[src/rtl/jsb_pkg.sv]
// Constants, types and field layouts shared by the test-port service bus bridge.
package jsb_pkg;

  // APB register byte offsets.
  localparam logic [7:0] JSB_CTRL_OFS = 8'h00;
  localparam logic [7:0] JSB_STATUS_OFS = 8'h04;
  localparam logic [7:0] JSB_ADDR_LO_OFS = 8'h08;
  localparam logic [7:0] JSB_ADDR_HI_OFS = 8'h0C;
  localparam logic [7:0] JSB_RDATA_OFS = 8'h10;

  // Control register fields and reset value.
  localparam int JSB_CTRL_EN_BIT = 0;
  localparam logic [31:0] JSB_CTRL_RST = 32'h0000_0001;

  // Status register field positions.
  localparam int JSB_ST_BUSY_BIT = 0;
  localparam int JSB_ST_ERR_BIT = 1;
  localparam int JSB_ST_DPHASE_BIT = 2;
  localparam int JSB_ST_SYNC_BIT = 3;
  localparam int JSB_ST_SECURE_BIT = 4;

  // Instruction codes of the 5-bit instruction register.
  localparam logic [4:0] JSB_OP_IDCODE = 5'h01;
  localparam logic [4:0] JSB_OP_DEBUG = 5'h10;
  localparam logic [4:0] JSB_OP_WORD = 5'h11;
  localparam logic [4:0] JSB_OP_BLOCK = 5'h12;
  localparam logic [4:0] JSB_OP_CANCEL = 5'h13;
  localparam logic [4:0] JSB_OP_SIZED = 5'h15;
  localparam logic [4:0] JSB_OP_SYNC = 5'h17;
  localparam logic [4:0] JSB_IR_RST = JSB_OP_IDCODE;

  // Scan chain lengths and field positions, least significant bit shifted first.
  localparam int JSB_IR_LEN = 5;
  localparam int JSB_ADDR_LEN = 41;
  localparam int JSB_DATA_LEN = 34;
  localparam int JSB_ID_LEN = 32;
  localparam int JSB_SR_W = 41;
  localparam int JSB_F_BUSY = 0;
  localparam int JSB_F_ERR = 1;
  localparam int JSB_F_ADDR = 2;
  localparam int JSB_F_DATA = 2;
  localparam int JSB_F_SIZE = 38;
  localparam int JSB_F_READ = 40;
  localparam int JSB_SYNC_W = 16;

  // Transfer size codes.
  localparam logic [1:0] JSB_SZ_BYTE = 2'h0;
  localparam logic [1:0] JSB_SZ_HALF = 2'h1;
  localparam logic [1:0] JSB_SZ_WORD = 2'h2;

  // Debug registers live in a 7-bit word index space above this base.
  localparam logic [35:0] JSB_DBG_BASE = 36'h0_0000_0000;

  typedef enum logic [3:0] {
    JSB_RESET, JSB_IDLE, JSB_SEL_DR, JSB_CAP_DR, JSB_SH_DR, JSB_EX1_DR, JSB_PA_DR,
    JSB_EX2_DR, JSB_UPD_DR, JSB_SEL_IR, JSB_CAP_IR, JSB_SH_IR, JSB_EX1_IR, JSB_PA_IR,
    JSB_EX2_IR, JSB_UPD_IR
  } jsb_tap_e;

  // One service bus request.
  typedef struct packed {
    logic write;
    logic [1:0] size;
    logic [35:0] addr;
    logic [31:0] wdata;
  } jsb_sb_req_s;

endpackage

[src/rtl/jsb_top.sv]
// Test access port bridge that masters the on-chip service bus.
//
// Added by the designer: the APB interface to the registers and the register offsets.
module jsb_top import jsb_pkg::*; #(
  parameter logic [31:0] ID_VALUE = 32'h0000_0001,
  parameter logic [35:0] USER_PAGE_BASE = 36'h0_8080_0000,
  parameter logic [35:0] USER_PAGE_MASK = 36'hF_FFFF_FE00,
  parameter logic [35:0] MSU_BASE = 36'h1_0000_0000,
  parameter logic [35:0] MSU_MASK = 36'hF_FFFF_F000
) (
  // Clock and reset
  input wire logic pclk,
  input wire logic presetn,
  // APB slave
  input wire logic psel,
  input wire logic penable,
  input wire logic pwrite,
  input wire logic [7:0] paddr,
  input wire logic [31:0] pwdata,
  output logic [31:0] prdata,
  output logic pready,
  output logic pslverr,
  // Test access port pins
  input wire logic tck,
  input wire logic tms,
  input wire logic tdi,
  output logic tdo,
  output logic tdo_oe,
  // Service bus master
  output jsb_sb_req_s sb_req,
  output logic sb_valid,
  output logic sb_cancel,
  input wire logic sb_ack,
  input wire logic sb_err,
  input wire logic [31:0] sb_rdata,
  // System
  input wire logic secure_fuse,
  output logic clk_wake
);

  logic tck_s1, tck_s2, tck_s3, tms_s1, tms_s2, tdi_s1, tdi_s2;
  logic tck_rise, tck_fall;
  jsb_tap_e tap_reg, tap_next;
  logic [4:0] ir_sr_reg, ir_reg;
  logic [JSB_SR_W-1:0] dr_sr_reg;
  logic busy_reg, error_reg, dphase_reg, last_read_reg, drained_reg, cap_busy_reg;
  logic sync_run_reg, en_reg;
  logic [JSB_SYNC_W-1:0] sync_cnt_reg;
  logic [35:0] addr_reg;
  logic [1:0] size_reg;
  logic [31:0] rdata_reg;
  logic upd_dr, upd_ir, cap_dr, is_two, is_block, two_rd;
  logic [35:0] dr_addr, blk_addr;
  logic [1:0] dr_size;
  logic [31:0] dr_data;

  always_ff @(posedge pclk or negedge presetn) begin
    if (!presetn) begin
      {tck_s1, tck_s2, tck_s3} <= 3'h0;
      {tms_s1, tms_s2, tdi_s1, tdi_s2} <= 4'h0;
    end else begin
      tck_s1 <= tck;
      tck_s2 <= tck_s1;
      tck_s3 <= tck_s2;
      tms_s1 <= tms;
      tms_s2 <= tms_s1;
      tdi_s1 <= tdi;
      tdi_s2 <= tdi_s1;
    end
  end

  assign tck_rise = tck_s2 & ~tck_s3;
  assign tck_fall = ~tck_s2 & tck_s3;

  // restart request on any test clock edge
  always_ff @(posedge pclk or negedge presetn) begin
    if (!presetn) begin
      clk_wake <= 1'b0;
    end else begin
      clk_wake <= tck_rise | tck_fall;
    end
  end

  always_comb begin
    tap_next = tap_reg;
    unique case (tap_reg)
      JSB_RESET: tap_next = tms_s2 ? JSB_RESET : JSB_IDLE;
      JSB_IDLE: tap_next = tms_s2 ? JSB_SEL_DR : JSB_IDLE;
      JSB_SEL_DR: tap_next = tms_s2 ? JSB_SEL_IR : JSB_CAP_DR;
      JSB_CAP_DR: tap_next = tms_s2 ? JSB_EX1_DR : JSB_SH_DR;
      JSB_SH_DR: tap_next = tms_s2 ? JSB_EX1_DR : JSB_SH_DR;
      JSB_EX1_DR: tap_next = tms_s2 ? JSB_UPD_DR : JSB_PA_DR;
      JSB_PA_DR: tap_next = tms_s2 ? JSB_EX2_DR : JSB_PA_DR;
      JSB_EX2_DR: tap_next = tms_s2 ? JSB_UPD_DR : JSB_SH_DR;
      JSB_UPD_DR: tap_next = tms_s2 ? JSB_SEL_DR : JSB_IDLE;
      JSB_SEL_IR: tap_next = tms_s2 ? JSB_RESET : JSB_CAP_IR;
      JSB_CAP_IR: tap_next = tms_s2 ? JSB_EX1_IR : JSB_SH_IR;
      JSB_SH_IR: tap_next = tms_s2 ? JSB_EX1_IR : JSB_SH_IR;
      JSB_EX1_IR: tap_next = tms_s2 ? JSB_UPD_IR : JSB_PA_IR;
      JSB_PA_IR: tap_next = tms_s2 ? JSB_EX2_IR : JSB_PA_IR;
      JSB_EX2_IR: tap_next = tms_s2 ? JSB_UPD_IR : JSB_SH_IR;
      JSB_UPD_IR: tap_next = tms_s2 ? JSB_SEL_DR : JSB_IDLE;
    endcase
  end

  always_ff @(posedge pclk or negedge presetn) begin
    if (!presetn) begin
      tap_reg <= JSB_RESET;
    end else if (tck_rise) begin
      tap_reg <= tap_next;
    end
  end

  assign upd_dr = tck_rise & (tap_next == JSB_UPD_DR);
  assign upd_ir = tck_rise & (tap_next == JSB_UPD_IR);
  assign cap_dr = tck_rise & (tap_next == JSB_CAP_DR);
  assign is_two = (ir_reg == JSB_OP_SIZED) | (ir_reg == JSB_OP_WORD) |
                  (ir_reg == JSB_OP_DEBUG);
  assign is_block = ir_reg == JSB_OP_BLOCK;

  // decode of the 41-bit address pass
  always_comb begin
    dr_size = JSB_SZ_WORD;
    dr_addr = dr_sr_reg[JSB_F_ADDR +: 36];
    if (ir_reg == JSB_OP_SIZED) begin
      dr_size = dr_sr_reg[JSB_F_SIZE +: 2];
    end else if (ir_reg == JSB_OP_DEBUG) begin
      dr_addr = JSB_DBG_BASE | {27'h0, dr_sr_reg[JSB_F_ADDR +: 7], 2'h0};
    end
  end

  assign two_rd = dr_sr_reg[JSB_F_READ];
  assign dr_data = dr_sr_reg[JSB_F_DATA +: 32];
  // next block address advances by the last transfer size
  assign blk_addr = addr_reg + (36'h1 << size_reg);

  // accesses refused before reaching the bus
  function automatic logic jsb_deny(input logic [35:0] a, input logic [1:0] sz,
                                    input logic sec);
    logic bad;
    bad = (sz == 2'h3) | ((sz == JSB_SZ_HALF) & a[0]) | ((sz == JSB_SZ_WORD) & |a[1:0]);
    if (sec && ((a & USER_PAGE_MASK) != USER_PAGE_BASE) && ((a & MSU_MASK) != MSU_BASE)) begin
      bad = 1'b1;
    end
    return bad;
  endfunction

  // instruction register, captured status shows busy
  always_ff @(posedge pclk or negedge presetn) begin
    if (!presetn) begin
      ir_sr_reg <= 5'h00;
      ir_reg <= JSB_IR_RST;
    end else if (tck_rise) begin
      if (tap_next == JSB_RESET) begin
        ir_reg <= JSB_IR_RST;
      end else if (tap_next == JSB_CAP_IR) begin
        ir_sr_reg <= {1'b0, error_reg, busy_reg, 2'h1};
      end else if (tap_reg == JSB_SH_IR) begin
        ir_sr_reg <= {tdi_s2, ir_sr_reg[4:1]};
      end else if (tap_next == JSB_UPD_IR) begin
        ir_reg <= ir_sr_reg;
      end
    end
  end

  // data register capture and LSB-first shift
  always_ff @(posedge pclk or negedge presetn) begin
    if (!presetn) begin
      dr_sr_reg <= '0;
      cap_busy_reg <= 1'b0;
    end else if (tck_rise) begin
      if (tap_next == JSB_CAP_DR) begin
        cap_busy_reg <= busy_reg;
        dr_sr_reg <= '0;
        if (ir_reg == JSB_OP_IDCODE) begin
          dr_sr_reg[JSB_ID_LEN-1:0] <= ID_VALUE;
        end else begin
          dr_sr_reg[JSB_F_BUSY] <= busy_reg;
          dr_sr_reg[JSB_F_ERR] <= error_reg;
          dr_sr_reg[JSB_F_DATA +: 32] <= rdata_reg;
        end
      end else if (tap_reg == JSB_SH_DR) begin
        dr_sr_reg <= dr_sr_reg >> 1;
        if (ir_reg == JSB_OP_IDCODE) begin
          dr_sr_reg[JSB_ID_LEN-1] <= tdi_s2;
        end else if (is_two && !dphase_reg) begin
          dr_sr_reg[JSB_ADDR_LEN-1] <= tdi_s2;
        end else if (is_two || is_block || ir_reg == JSB_OP_SYNC || ir_reg == JSB_OP_CANCEL) begin
          dr_sr_reg[JSB_DATA_LEN-1] <= tdi_s2;
        end else begin
          dr_sr_reg[0] <= tdi_s2;
        end
      end
    end
  end

  // output changes on falling test clock, enabled only while shifting
  always_ff @(posedge pclk or negedge presetn) begin
    if (!presetn) begin
      tdo <= 1'b0;
      tdo_oe <= 1'b0;
    end else if (tck_fall) begin
      tdo <= (tap_reg == JSB_SH_IR) ? ir_sr_reg[0] : dr_sr_reg[0];
      tdo_oe <= (tap_reg == JSB_SH_IR) | (tap_reg == JSB_SH_DR);
    end
  end

  // Bus engine: every request from the scan side is judged here.
  always_ff @(posedge pclk or negedge presetn) begin
    if (!presetn) begin
      busy_reg <= 1'b0;
      error_reg <= 1'b0;
      dphase_reg <= 1'b0;
      last_read_reg <= 1'b0;
      drained_reg <= 1'b0;
      sync_run_reg <= 1'b0;
      sync_cnt_reg <= '0;
      addr_reg <= '0;
      size_reg <= JSB_SZ_WORD;
      rdata_reg <= 32'h0000_0000;
      sb_req <= '0;
      sb_valid <= 1'b0;
      sb_cancel <= 1'b0;
    end else begin
      sb_cancel <= 1'b0;
      // completion clears busy; error taken at finish
      if (sb_valid && sb_ack) begin
        sb_valid <= 1'b0;
        busy_reg <= 1'b0;
        error_reg <= sb_err;
        if (!sb_req.write) begin
          rdata_reg <= sb_rdata;
        end
      end
      if (sync_run_reg) begin
        if (sync_cnt_reg == '0) begin
          sync_run_reg <= 1'b0;
          busy_reg <= 1'b0;
        end else begin
          sync_cnt_reg <= sync_cnt_reg - 1'b1;
        end
      end
      // cancel aborts and reports the access as cancelled
      if (upd_ir && ir_sr_reg == JSB_OP_CANCEL) begin
        if (busy_reg) begin
          sb_valid <= 1'b0;
          sb_cancel <= sb_valid;
          sync_run_reg <= 1'b0;
          busy_reg <= 1'b0;
          error_reg <= 1'b1;
        end
        dphase_reg <= 1'b0;
      end else if (upd_ir && ir_sr_reg == JSB_OP_BLOCK && !busy_reg && en_reg) begin
        // prefetch the next read when the last read was drained
        if (last_read_reg && drained_reg) begin
          drained_reg <= 1'b0;
          addr_reg <= blk_addr;
          if (jsb_deny(blk_addr, size_reg, secure_fuse)) begin
            error_reg <= 1'b1;
          end else begin
            sb_req <= '{write: 1'b0, size: size_reg, addr: blk_addr, wdata: 32'h0000_0000};
            sb_valid <= 1'b1;
            busy_reg <= 1'b1;
            error_reg <= 1'b0;
          end
        end
      // requests seen or made while busy are discarded
      end else if (upd_dr && !busy_reg && !cap_busy_reg && en_reg) begin
        if (is_two && !dphase_reg) begin
          // address pass; a read starts at once
          addr_reg <= dr_addr;
          size_reg <= dr_size;
          last_read_reg <= two_rd;
          drained_reg <= 1'b0;
          dphase_reg <= 1'b1;
          if (two_rd) begin
            if (jsb_deny(dr_addr, dr_size, secure_fuse)) begin
              error_reg <= 1'b1;
            end else begin
              sb_req <= '{write: 1'b0, size: dr_size, addr: dr_addr, wdata: 32'h0000_0000};
              sb_valid <= 1'b1;
              busy_reg <= 1'b1;
              error_reg <= 1'b0;
            end
          end
        end else if (is_two) begin
          // data pass ends the two-pass access
          dphase_reg <= 1'b0;
          if (last_read_reg) begin
            drained_reg <= 1'b1;
          end else if (jsb_deny(addr_reg, size_reg, secure_fuse)) begin
            error_reg <= 1'b1;
          end else begin
            sb_req <= '{write: 1'b1, size: size_reg, addr: addr_reg, wdata: dr_data};
            sb_valid <= 1'b1;
            busy_reg <= 1'b1;
            error_reg <= 1'b0;
          end
        end else if (is_block) begin
          // one data pass per transfer at the next address
          addr_reg <= blk_addr;
          drained_reg <= 1'b0;
          if (jsb_deny(blk_addr, size_reg, secure_fuse)) begin
            error_reg <= 1'b1;
          end else begin
            sb_req <= '{write: !last_read_reg, size: size_reg, addr: blk_addr, wdata: dr_data};
            sb_valid <= 1'b1;
            busy_reg <= 1'b1;
            error_reg <= 1'b0;
          end
        end else if (ir_reg == JSB_OP_SYNC) begin
          // counter value loaded starts the countdown
          sync_cnt_reg <= dr_sr_reg[JSB_F_DATA +: JSB_SYNC_W];
          sync_run_reg <= 1'b1;
          busy_reg <= 1'b1;
        end
      end
    end
  end

  // APB slave: one wait state, answer registered so outputs come from flops.
  always_ff @(posedge pclk or negedge presetn) begin
    if (!presetn) begin
      pready <= 1'b0;
      pslverr <= 1'b0;
      prdata <= 32'h0000_0000;
      en_reg <= JSB_CTRL_RST[JSB_CTRL_EN_BIT];
    end else begin
      pready <= 1'b0;
      pslverr <= 1'b0;
      if (psel && penable && !pready) begin
        pready <= 1'b1;
        prdata <= 32'h0000_0000;
        unique case (paddr)
          JSB_CTRL_OFS: prdata[JSB_CTRL_EN_BIT] <= en_reg;
          JSB_STATUS_OFS: begin
            prdata[JSB_ST_BUSY_BIT] <= busy_reg;
            prdata[JSB_ST_ERR_BIT] <= error_reg;
            prdata[JSB_ST_DPHASE_BIT] <= dphase_reg;
            prdata[JSB_ST_SYNC_BIT] <= sync_run_reg;
            prdata[JSB_ST_SECURE_BIT] <= secure_fuse;
          end
          JSB_ADDR_LO_OFS: prdata <= addr_reg[31:0];
          JSB_ADDR_HI_OFS: prdata[3:0] <= addr_reg[35:32];
          JSB_RDATA_OFS: prdata <= rdata_reg;
          default: pslverr <= 1'b1;
        endcase
      end
      // Writes land only at the edge where the completed access is sampled.
      if (psel && penable && pready && pwrite && paddr == JSB_CTRL_OFS) begin
        en_reg <= pwdata[JSB_CTRL_EN_BIT];
      end
    end
  end

endmodule

[config.mk]
export PLATFORM = sky130hd
export DESIGN_NAME = jsb_top
export DESIGN_NICKNAME = d
export VERILOG_FILES = /design/src/rtl/jsb_pkg.sv /design/src/rtl/jsb_top.sv
export SDC_FILE = /design/constraint.sdc
export NUM_CORES = 1
export LEC_CHECK = 0
export BUFFER_PORTS_ARGS = -buffer_cell sky130_fd_sc_hd__buf_4
export CAP_MARGIN = 0
export CORE_MARGIN = 2
export CORE_UTILIZATION = 40
export DETAILED_ROUTE_END_ITERATION = 12
export PLACE_DENSITY = 0.61
export SETUP_SLACK_MARGIN = 0.3
export SLEW_MARGIN = 20
export SYNTH_ARGS = -nofsm -noshare
export SYNTH_HDL_FRONTEND = slang
export SYNTH_SLANG_ARGS = --single-unit
[constraint.sdc]
create_clock -name pclk -period 5.8 [get_ports pclk]
set_input_delay 0.58 -clock pclk [delete_from_list [all_inputs] [get_ports pclk]]
set_output_delay 0.58 -clock pclk [all_outputs]
set_load 0.02 [all_outputs]
* Word level (Yosys, flattened, before mapping)
Cells that the tools add are included.
Storage, ports and cells: input bits 83, memories 0, bits in writable memories 0, bits in latches 0, memory bits (read-only) 0, output and inout port bits 110, flip-flop bits (word level) 266
Cells by class: add/subtract/negate cells 2, divide/modulo/power cells 0, reductions and logical operators 58, multiply operators 0, magnitude comparators 0, shift operators 1, muxes and demuxes 165, equal/unequal tests 56, bitwise operators 26
Operators by type and width (count):
- 71-bit two-way mux | 12
- 36-bit two-way mux | 8
- 16-bit two-way mux | 9
- 1-bit two-way mux | 111
- 41-bit two-way mux | 2
- 27-bit by 23-bit inequality test with 1-bit output, second input constant | 3
- 24-bit by 21-bit inequality test with 1-bit output, second input constant | 3
- 27-bit case mux with 2 select lines | 1
- 4-bit case mux with 12 select lines | 1
- 4-bit equality test, second input constant | 11
- 5-bit equality test, second input constant | 8
- 36-bit adder | 1
- 1-bit by 2-bit << shifter with 36-bit output, first input constant | 1
- 32-bit two-way mux | 1
- 5-bit two-way mux | 6
- 1-bit logical AND | 21
- 4-bit by 3-bit equality test with 1-bit output, second input constant | 4
- 8-bit by 4-bit equality test with 1-bit output, second input constant | 2
- 16-bit zero test | 1
- 4-bit two-way mux | 4
- 16-bit by 1-bit subtractor with 16-bit output, second input constant | 1
- 4-bit by 2-bit equality test with 1-bit output, second input constant | 3
- 3-bit case mux with 4 select lines | 1
- 1-bit bitwise AND | 10
- 33 further kinds | 83

* Longest topological paths before layout
Gate-level depths: netlist of run 1.
depth in word-level cells 19, mapped depth 17, gate-level depth less buffers 12

* Least setup slack after synthesis of run 1
No wires, ideal clock.
path type register -> register, start point reg size_reg[0], end point reg sb_req[41] (netlist bit), period minus slack after synthesis 4052 ps, cell stages (with the launch flop) 17, data required time 5674 ps, slack 1748 ps, path buffers 5, data arrival time 3926 ps, cells stage by stage dfrtp_1 > clkbuf_1 > and2_1 > ha_1 > clkbuf_1 > a221o_1 > o32a_4 > nand2_4 > or3_4 > a2111oi_2 > o2bb2a_1 > or4_1 > buf_2 > and3_4 > buf_6 > buf_6 > a221o_1
Between the ends: cells in the longest elaborated chain, start to end 14, elaborated cells on any way between the ends 47, classes of those cells add/sub (1); eq/ne (8); shift (1); mux (25); bitwise (8); reduce/logical (4)
Ends and longest elaborated chain:
- start: declaration | RTL line jsb_top.sv:50 | logic [1:0] size_reg;
- start signal: assignment | RTL line jsb_top.sv:272 | size_reg <= dr_size;
- 1-bit by 2-bit << shifter with 36-bit output | RTL line jsb_top.sv:135 | assign blk_addr = addr_reg + (36'h1 << size_reg);
- 36-bit adder | RTL line jsb_top.sv:135
- 27-bit by 23-bit inequality test with 1-bit output (tied with other cells) | RTL line jsb_top.sv:142 | if (sec && ((a & USER_PAGE_MASK) != USER_PAGE_BASE) && ((a & MSU_MASK) != MSU_BASE)) begin
- 1-bit logical AND (tied with other cells) | RTL line jsb_top.sv:142
- 1-bit logical AND / 1-bit OR (equally long branches) | RTL line jsb_top.sv:142, jsb_top.sv:141
- 1-bit two-way mux | RTL line jsb_top.sv:142
- 1-bit two-way mux | RTL line jsb_top.sv:299 | end else if (is_block) begin
- 1-bit two-way mux | RTL line jsb_top.sv:286 | end else if (is_two) begin
- 1-bit two-way mux | RTL line jsb_top.sv:269 | if (is_two && !dphase_reg) begin
- 1-bit two-way mux | RTL line jsb_top.sv:268 | end else if (upd_dr && !busy_reg && !cap_busy_reg && en_reg) begin
- 1-bit two-way mux | RTL line jsb_top.sv:253 | end else if (upd_ir && ir_sr_reg == JSB_OP_BLOCK && !busy_reg && en_reg) begin
- 1-bit two-way mux | RTL line jsb_top.sv:244 | if (upd_ir && ir_sr_reg == JSB_OP_CANCEL) begin
- 4-bit inequality test (no line)
- 10-bit AND reduction (no line)
- end signal: assignment | RTL line jsb_top.sv:261 | sb_req <= '{write: 1'b0, size: size_reg, addr: blk_addr, wdata: 32'h0000_0000};
- end signal: assignment | RTL line jsb_top.sv:280 | sb_req <= '{write: 1'b0, size: dr_size, addr: dr_addr, wdata: 32'h0000_0000};
- end signal: assignment | RTL line jsb_top.sv:294 | sb_req <= '{write: 1'b1, size: size_reg, addr: addr_reg, wdata: dr_data};
- end: declaration | RTL line jsb_top.sv:30 | output jsb_sb_req_s sb_req,
Several ways; a longest one is shown, not always the timed one. The select of a mux whose other input is x is not followed. A chain may end at the register's enable or synchronous reset.

* Worst setup path in the final report of run 1
start point reg size_reg[0], end point reg sb_req[37] (netlist bit)
Same word-level chain as after synthesis.

==> results of run 1 <==
[critical path: stages, from the launching register on]
cell	delay, ps
dfrtp_1	490
and2_1	220
ha_1	340
o21a_1	250
o32a_4	260
nand2_4	110
or3_4	420
a2111oi_2	350
o2bb2a_1	270
or4_1	790
nand3_1	720
o221a_2	300
[area by class of cell]
type | count | area, µm²
tap | 468 | 586
clock inverter | 16 | 185
multi-input combinational | 1191 | 7490
inverter | 42 | 158
clock buffer | 40 | 850
fill | 3505 | 19200
sequential | 266 | 6660
timing repair buffer | 193 | 1470
[metrics by stage]
stage	power [mW]	instances	area, µm²
after floorplan	2.38	1649	14900
after global placement	2.61	2160	16300
after detailed placement	2.62	2160	16300
after CTS	4.64	2216	17400
after global routing	4.78	2216	17400
final	4.60	2216	17400
[cell usage after synthesis (5+ instances only)]
master and number:
mux2i_1 16, a211oi_1 18, a311oi_1 5, nand4_1 18
nor4_1 22, mux2_2 41, o221a_2 5, a21oi_1 95
o21a_1 5, a211o_1 5, xor2_1 13, o22ai_1 11
a221oi_1 33, a221o_1 39, buf_6 6, buf_1 13
nand2b_1 12, inv_1 42, nor2_1 151, or2_2 5
and4_1 7, o22a_1 7, dfrtp_1 263, xnor2_1 24
o211a_1 5, or4_1 7, o221ai_1 5, and2_1 12
nand2_1 170, clkbuf_1 106, buf_2 20, a22o_1 49
nor2b_1 8, ha_1 8, a22oi_1 47, o211ai_1 9
a222oi_1 5, nor3_1 45, and3_1 26, nand3_1 26
a21o_1 6, a31oi_1 12, o21ai_0 155
[cell usage in the layout, fill, tap and decap left out, types with 16 or more instances in the layout]
cell       count
mux2_2        41
dfrtp_1      263
mux2i_1       16
a22o_1        49
a22oi_1       47
inv_1         42
and3_1        26
a211oi_1      18
buf_4        191
a21oi_1       94
nor2_1       147
nand2_1      170
xnor2_1       24
o21ai_0      155
nand4_1       18
clkbuf_16     31
a221oi_1      33
nor4_1        22
a221o_1       39
nor3_1        44
nand3_1       26
[cell families (layout without fill, tap and decap cells)]
group           Yosys count  in the layout
compound gates          542            542
xor+xnor                 37             37
fa+ha+maj                 9              9
buf+inv                 192            291
flops                   266            266
mux                      57             57
simple gates            546            546
[routing by layer]
| metal | global-route usage [%] | vias up | wire (µm) |
|---|---|---|---|
| li1 | - | 6253 | - |
| met1 | 39.2 | 6723 | 22900 |
| met2 | 38.1 | 717 | 21900 |
| met3 | 3.97 | 98 | 4450 |
| met4 | 8.49 | 0 | 1650 |
| met5 | 0 | - | 0 |
[path summary, 6_finish.rpt]
| check | to | cells past startpoint | slack (ps) | startpoint |
|---|---|---|---|---|
| max | sb_req[37]$_DFFE_PN0P_ | 11 | 1200 | size_reg[0]$_DFFE_PN0P_ |
| min | clk_wake$_DFF_PN0_ | 1 | -10 | presetn |
| min reg2reg | tms_s2$_DFF_PN0_ | 0 | 350 | tms_s1$_DFF_PN0_ |
| min in group pclk | tdi_s1$_DFF_PN0_ | 1 | 100 | tdi |
| max in group asynchronous | sb_req[47]$_DFFE_PN0P_ | 2 | 4540 | presetn |
| max reg2reg | sb_req[37]$_DFFE_PN0P_ | 11 | 1200 | size_reg[0]$_DFFE_PN0P_ |
[where the power goes]
part	leakage (nW)	internal (mW)	switching, mW	total [mW]
combinational	3.53	0.200	0.310	0.510
sequential	3.54	1.94	0.145	2.08
clock	0.505	1.17	0.841	2.01
total	7.58	3.31	1.30	4.60
==> metrics.cfg, run 1 <==
[synthesis]
synth-async-reset-ratio_pct=100
synthXorXnorAreaFrac_pct=2.17
synth_top_area_cell=dfrtp_1
synth_top_family_by_area=compound AO/OA/AOI/OAI gates
synth_nets=1740
synthFlopType=dfrtp_1
synth_edf_count=0
synth_compound_area_share_pct=25.0
synthDistinctLibCells=84
avgSynthCellArea_um2=9.04
synth_top_area_share_pct=44.2
synth_mux_area_share_pct=4.17
synth-simple-area-share_pct=17.8
yosys_warnings=0
synth_cells=1649
seq_area_frac_synth_pct=44.7
synth_seq_cells=266
syn_area_um2=14900
synthTopCellsByArea=dfrtp_1 (44%), o21ai_0 (5.2%), nand2_1 (4.3%), nor2_1 (3.8%), a21oi_1 (3.2%)
synth-adder-area-share_pct=0.739

[global_route]
grt_pass1_vias=13000
grt_usage_pct=26.0
grt_pass1_wl_um=78600
grt_start_max_net_pins=125
gr-total-overflow=0
grt_antenna_before_repair=0

[placed_design]
portBuffers=161
dp_hpwl_um=34800
detailedPlace.worstSlack_ps=1220
place_congestion=0.930

[cts]
cts_sinks=266
cts_max_level=1
clock_path_buffers=3
cts_tree=built
clk_latency_ps=590
clock-root-buffer=clkbuf_16
clk_pin_slew_ps=60
cts_buffers=31
hold_buffers=0
cts_resized=0
cts_setup_buffers=0

[routing]
drc_errors=0
wirelength_um=50800
vias_per_cell=6.22
ant_nets=0
drt-initial-drc-count=1590
wl_per_cell_um=22.9
route.vias.total=13800
first_pass_iters=9

[sta]
relSlewSlack_pct=24.3
rsz0062_at_grt=false
whs_ps=-12.2
finalHoldViolations=6
setup_ws_ps=1200
max_slew.worst_pin.slew_ps=1130
drv_slew=0
finClkSkew_ps=29.2
setup-violations-final=0
finalCriticalPeriod_ps=4600
clock.fmax_mhz=217
finalCritPeriodShare_pct=79.4
tns_ps=0

[floorplan]
rows=70
core_um2=36600
io_pins=193
die_area_um2=38800
start_util_pct=40.7
dieHeight_um=197
chipWidth_um=197

[critical_path]
crit_path_end_kind=flip-flop
critical_path_class=flip-flop to flip-flop
crit_required_ps=6300
startpoint_type=flip-flop
cp.arrival_ps=5110
critPathMaxFanout=17

[min_path]
hold_class=input pin to async pin

[layout]
area_growth_pct=16.8
largest_register_ffs=71
finish.utilization_pct=47.5
finalNetCount=1816
drive_gt1_share_pct=18.6
diodes=0

[outcome]
status=finished, violations left
violations=hold timing

[power_and_ir_drop]
p_leak_nw=7.58
ir_worst_vdd_mv=0.249
powerDensity_nw_per_um2=265

[run]
drv_cap=0

Power figures use the tool's default switching activity.
==> inputs of run 2 (changes only) <==
clock period = 4.5 ns   (was 5.8 ns; I/O delays follow)
==> run 2 against run 1 <==
The run now ends clean. Routed wire length increased by 4.5%. Combinational power grew 31%. Non-clock buffer count up 38. Fmax rose by 14%. Via count increased by 2.0%. Sequential cell count is the same. Die area unchanged. Largest cell class unchanged. Worst setup slack worse by 740 ps. Clock skew fell by 7.6 ps.
==> metrics.cfg, run 2 (same netlist as run 1, synthesis figures left out) <==
[global_route]
grt_antenna_before_repair=0
grt_pass1_vias=13200
grt_pass1_wl_um=80800
grt_start_max_net_pins=113
gr-total-overflow=0
grt_usage_pct=26.8

[sta]
clock.fmax_mhz=247
whs_ps=90.1
rsz0062_at_grt=false
setup_ws_ps=457
drv_slew=0
finalCritPeriodShare_pct=89.8
max_slew.worst_pin.slew_ps=1130
setup-violations-final=0
relSlewSlack_pct=24.6
finClkSkew_ps=21.6
tns_ps=0
finalCriticalPeriod_ps=4040
finalHoldViolations=0

[cts]
cts_max_level=1
clk_pin_slew_ps=70
cts_buffers=31
cts_sinks=266
clock_path_buffers=3
clk_latency_ps=590
cts_tree=built
clock-root-buffer=clkbuf_16

[routing]
drt-met1-wl_um=23600
top_layer=met4
ant_nets=0
first_pass_iters=7
met3_length_um=4880
route.vias.total=14100
route.met2.wl_um=22900
drt-initial-drc-count=1645
vias_per_cell=6.23
wirelength_um=53100
drc_errors=0
wl_per_cell_um=23.5

[layout]
diodes=0
finalNetCount=1856
area_growth_pct=19.8
most-common-layout-cells=dfrtp_1 (262), buf_4 (217), nand2_1 (170)
largest_register_ffs=71
final_common_cell=dfrtp_1
fin_cells=2258
drive_gt1_share_pct=20.9

[outcome]
status=completed

[power_and_ir_drop]
p_leak_nw=7.84
p_int_mw=4.37
p_sw_share_pct=28.0
switchingPower_mw=1.70
ir_worst_vdd_mv=0.257
pwr-share-seq_pct=44.2
powerDensity_nw_per_um2=340
power_mw=6.06
combPwrFrac_pct=11.0
power_frac_clock_pct=44.7

[floorplan]
start_util_pct=40.7
dieHeight_um=197
rows=70
io_pins=193
core_um2=36600
chipWidth_um=197
die_area_um2=38800

[critical_path]
critPathMaxStageDelay_ps=620
crit_required_ps=5020
cp.arrival_ps=4560
crit_path_end_kind=flip-flop
critPathTopFamily=simple AND/OR/NAND/NOR gates
regToRegEndpoint=sb_req[11]$_DFFE_PN0P_
critical_path_class=flip-flop to flip-flop
reg2reg_depth=16
reg2reg_from=size_reg[1]$_DFFE_PN1P_
cp_num_buf_inv=4
crit_path_cell_trace=nor2_1 -> ha_1 -> ha_1 -> or3_1 -> o22a_2 -> and2_1 -> buf_4 -> nand3_1 -> o2bb2ai_1 -> nand4_1 -> or4_4 -> buf_8 -> nor3_4 -> buf_4 -> clkbuf_4 -> a221o_1
slowest_stage=or4_4
critPathMaxFanout=15
rrSetupSlack_ps=460
startpoint_type=flip-flop

[min_path]
hold_class=input pin to flip-flop
min_from=sb_rdata[12]
min_to=rdata_reg[12]$_DFFE_PN0P_
whs_path_depth=2

[placed_design]
place_inst=2188
portBuffers=161
detailedPlace.worstSlack_ps=243
place_congestion=0.943
dp_hpwl_um=36300

[run]
drv_cap=0

## run 2: worst max-delay path by stage
stage | start | end | slack (ps) | depth (start not counted)
5_1_grt | size_reg[1]$_DFFE_PN1P_ | sb_req[12]$_DFFE_PN0P_ | 300 | 16
6_report | size_reg[1]$_DFFE_PN1P_ | sb_req[11]$_DFFE_PN0P_ | 460 | 16
2_1_floorplan | size_reg[0]$_DFFE_PN0P_ | sb_req[41]$_DFFE_PN0P_ | 450 | 16
4_1_cts | size_reg[1]$_DFFE_PN1P_ | sb_req[10]$_DFFE_PN0P_ | 310 | 13
3_3_place_gp | size_reg[1]$_DFFE_PN1P_ | sb_req[16]$_DFFE_PN0P_ | 350 | 13
3_5_place_dp | size_reg[1]$_DFFE_PN1P_ | sb_req[10]$_DFFE_PN0P_ | 240 | 11
## run 2: per-stage QoR
stage	utilization [%]	area, µm²
floorplan	-	14900
detailed placement	45.3	16600
finish	48.8	17900
global placement	45.3	16600
CTS	48.5	17700
global route	48.8	17900
## run 2: metal layers
layer,up-vias,GRT usage (%)
met2,712,39.7
met1,6897,40.0
li1,6346,-
met4,0,9.11
met5,-,0
met3,112,3.99
## run 2: layout make-up
class                           instances  area (µm²)
Fill cell                            3458       18800
Tap cell                              468         586
Multi-Input combinational cell       1193        7540
Clock inverter                         17         220
Sequential cell                       266        6660
Clock buffer                           41         873
Timing Repair Buffer                  231        1810
Inverter                               42         158
## run 2: timing repair
action | CTS | global route
gates cloned | 1 | 2
hold buffers | 4 | 0
setup buffers | 0 | 5
endpoints found under the setup margin | 36 | 70
pin swaps | 0 | 5
gates resized for setup | 8 | 15
hold endpoints to repair | 74 | 0
## run 2: power groups by stage
| stage | combinational [mW] | sequential (mW) | clock (mW) |
|---|---|---|---|
| 3_3_place_gp | 0.650 | 2.71 | 0 |
| 5_1_grt | 0.741 | 2.70 | 2.86 |
| 4_1_cts | 0.670 | 2.68 | 2.75 |
| 6_report | 0.670 | 2.68 | 2.71 |
| 3_5_place_dp | 0.664 | 2.72 | 0 |
| 2_1_floorplan | 0.408 | 2.67 | 0 |
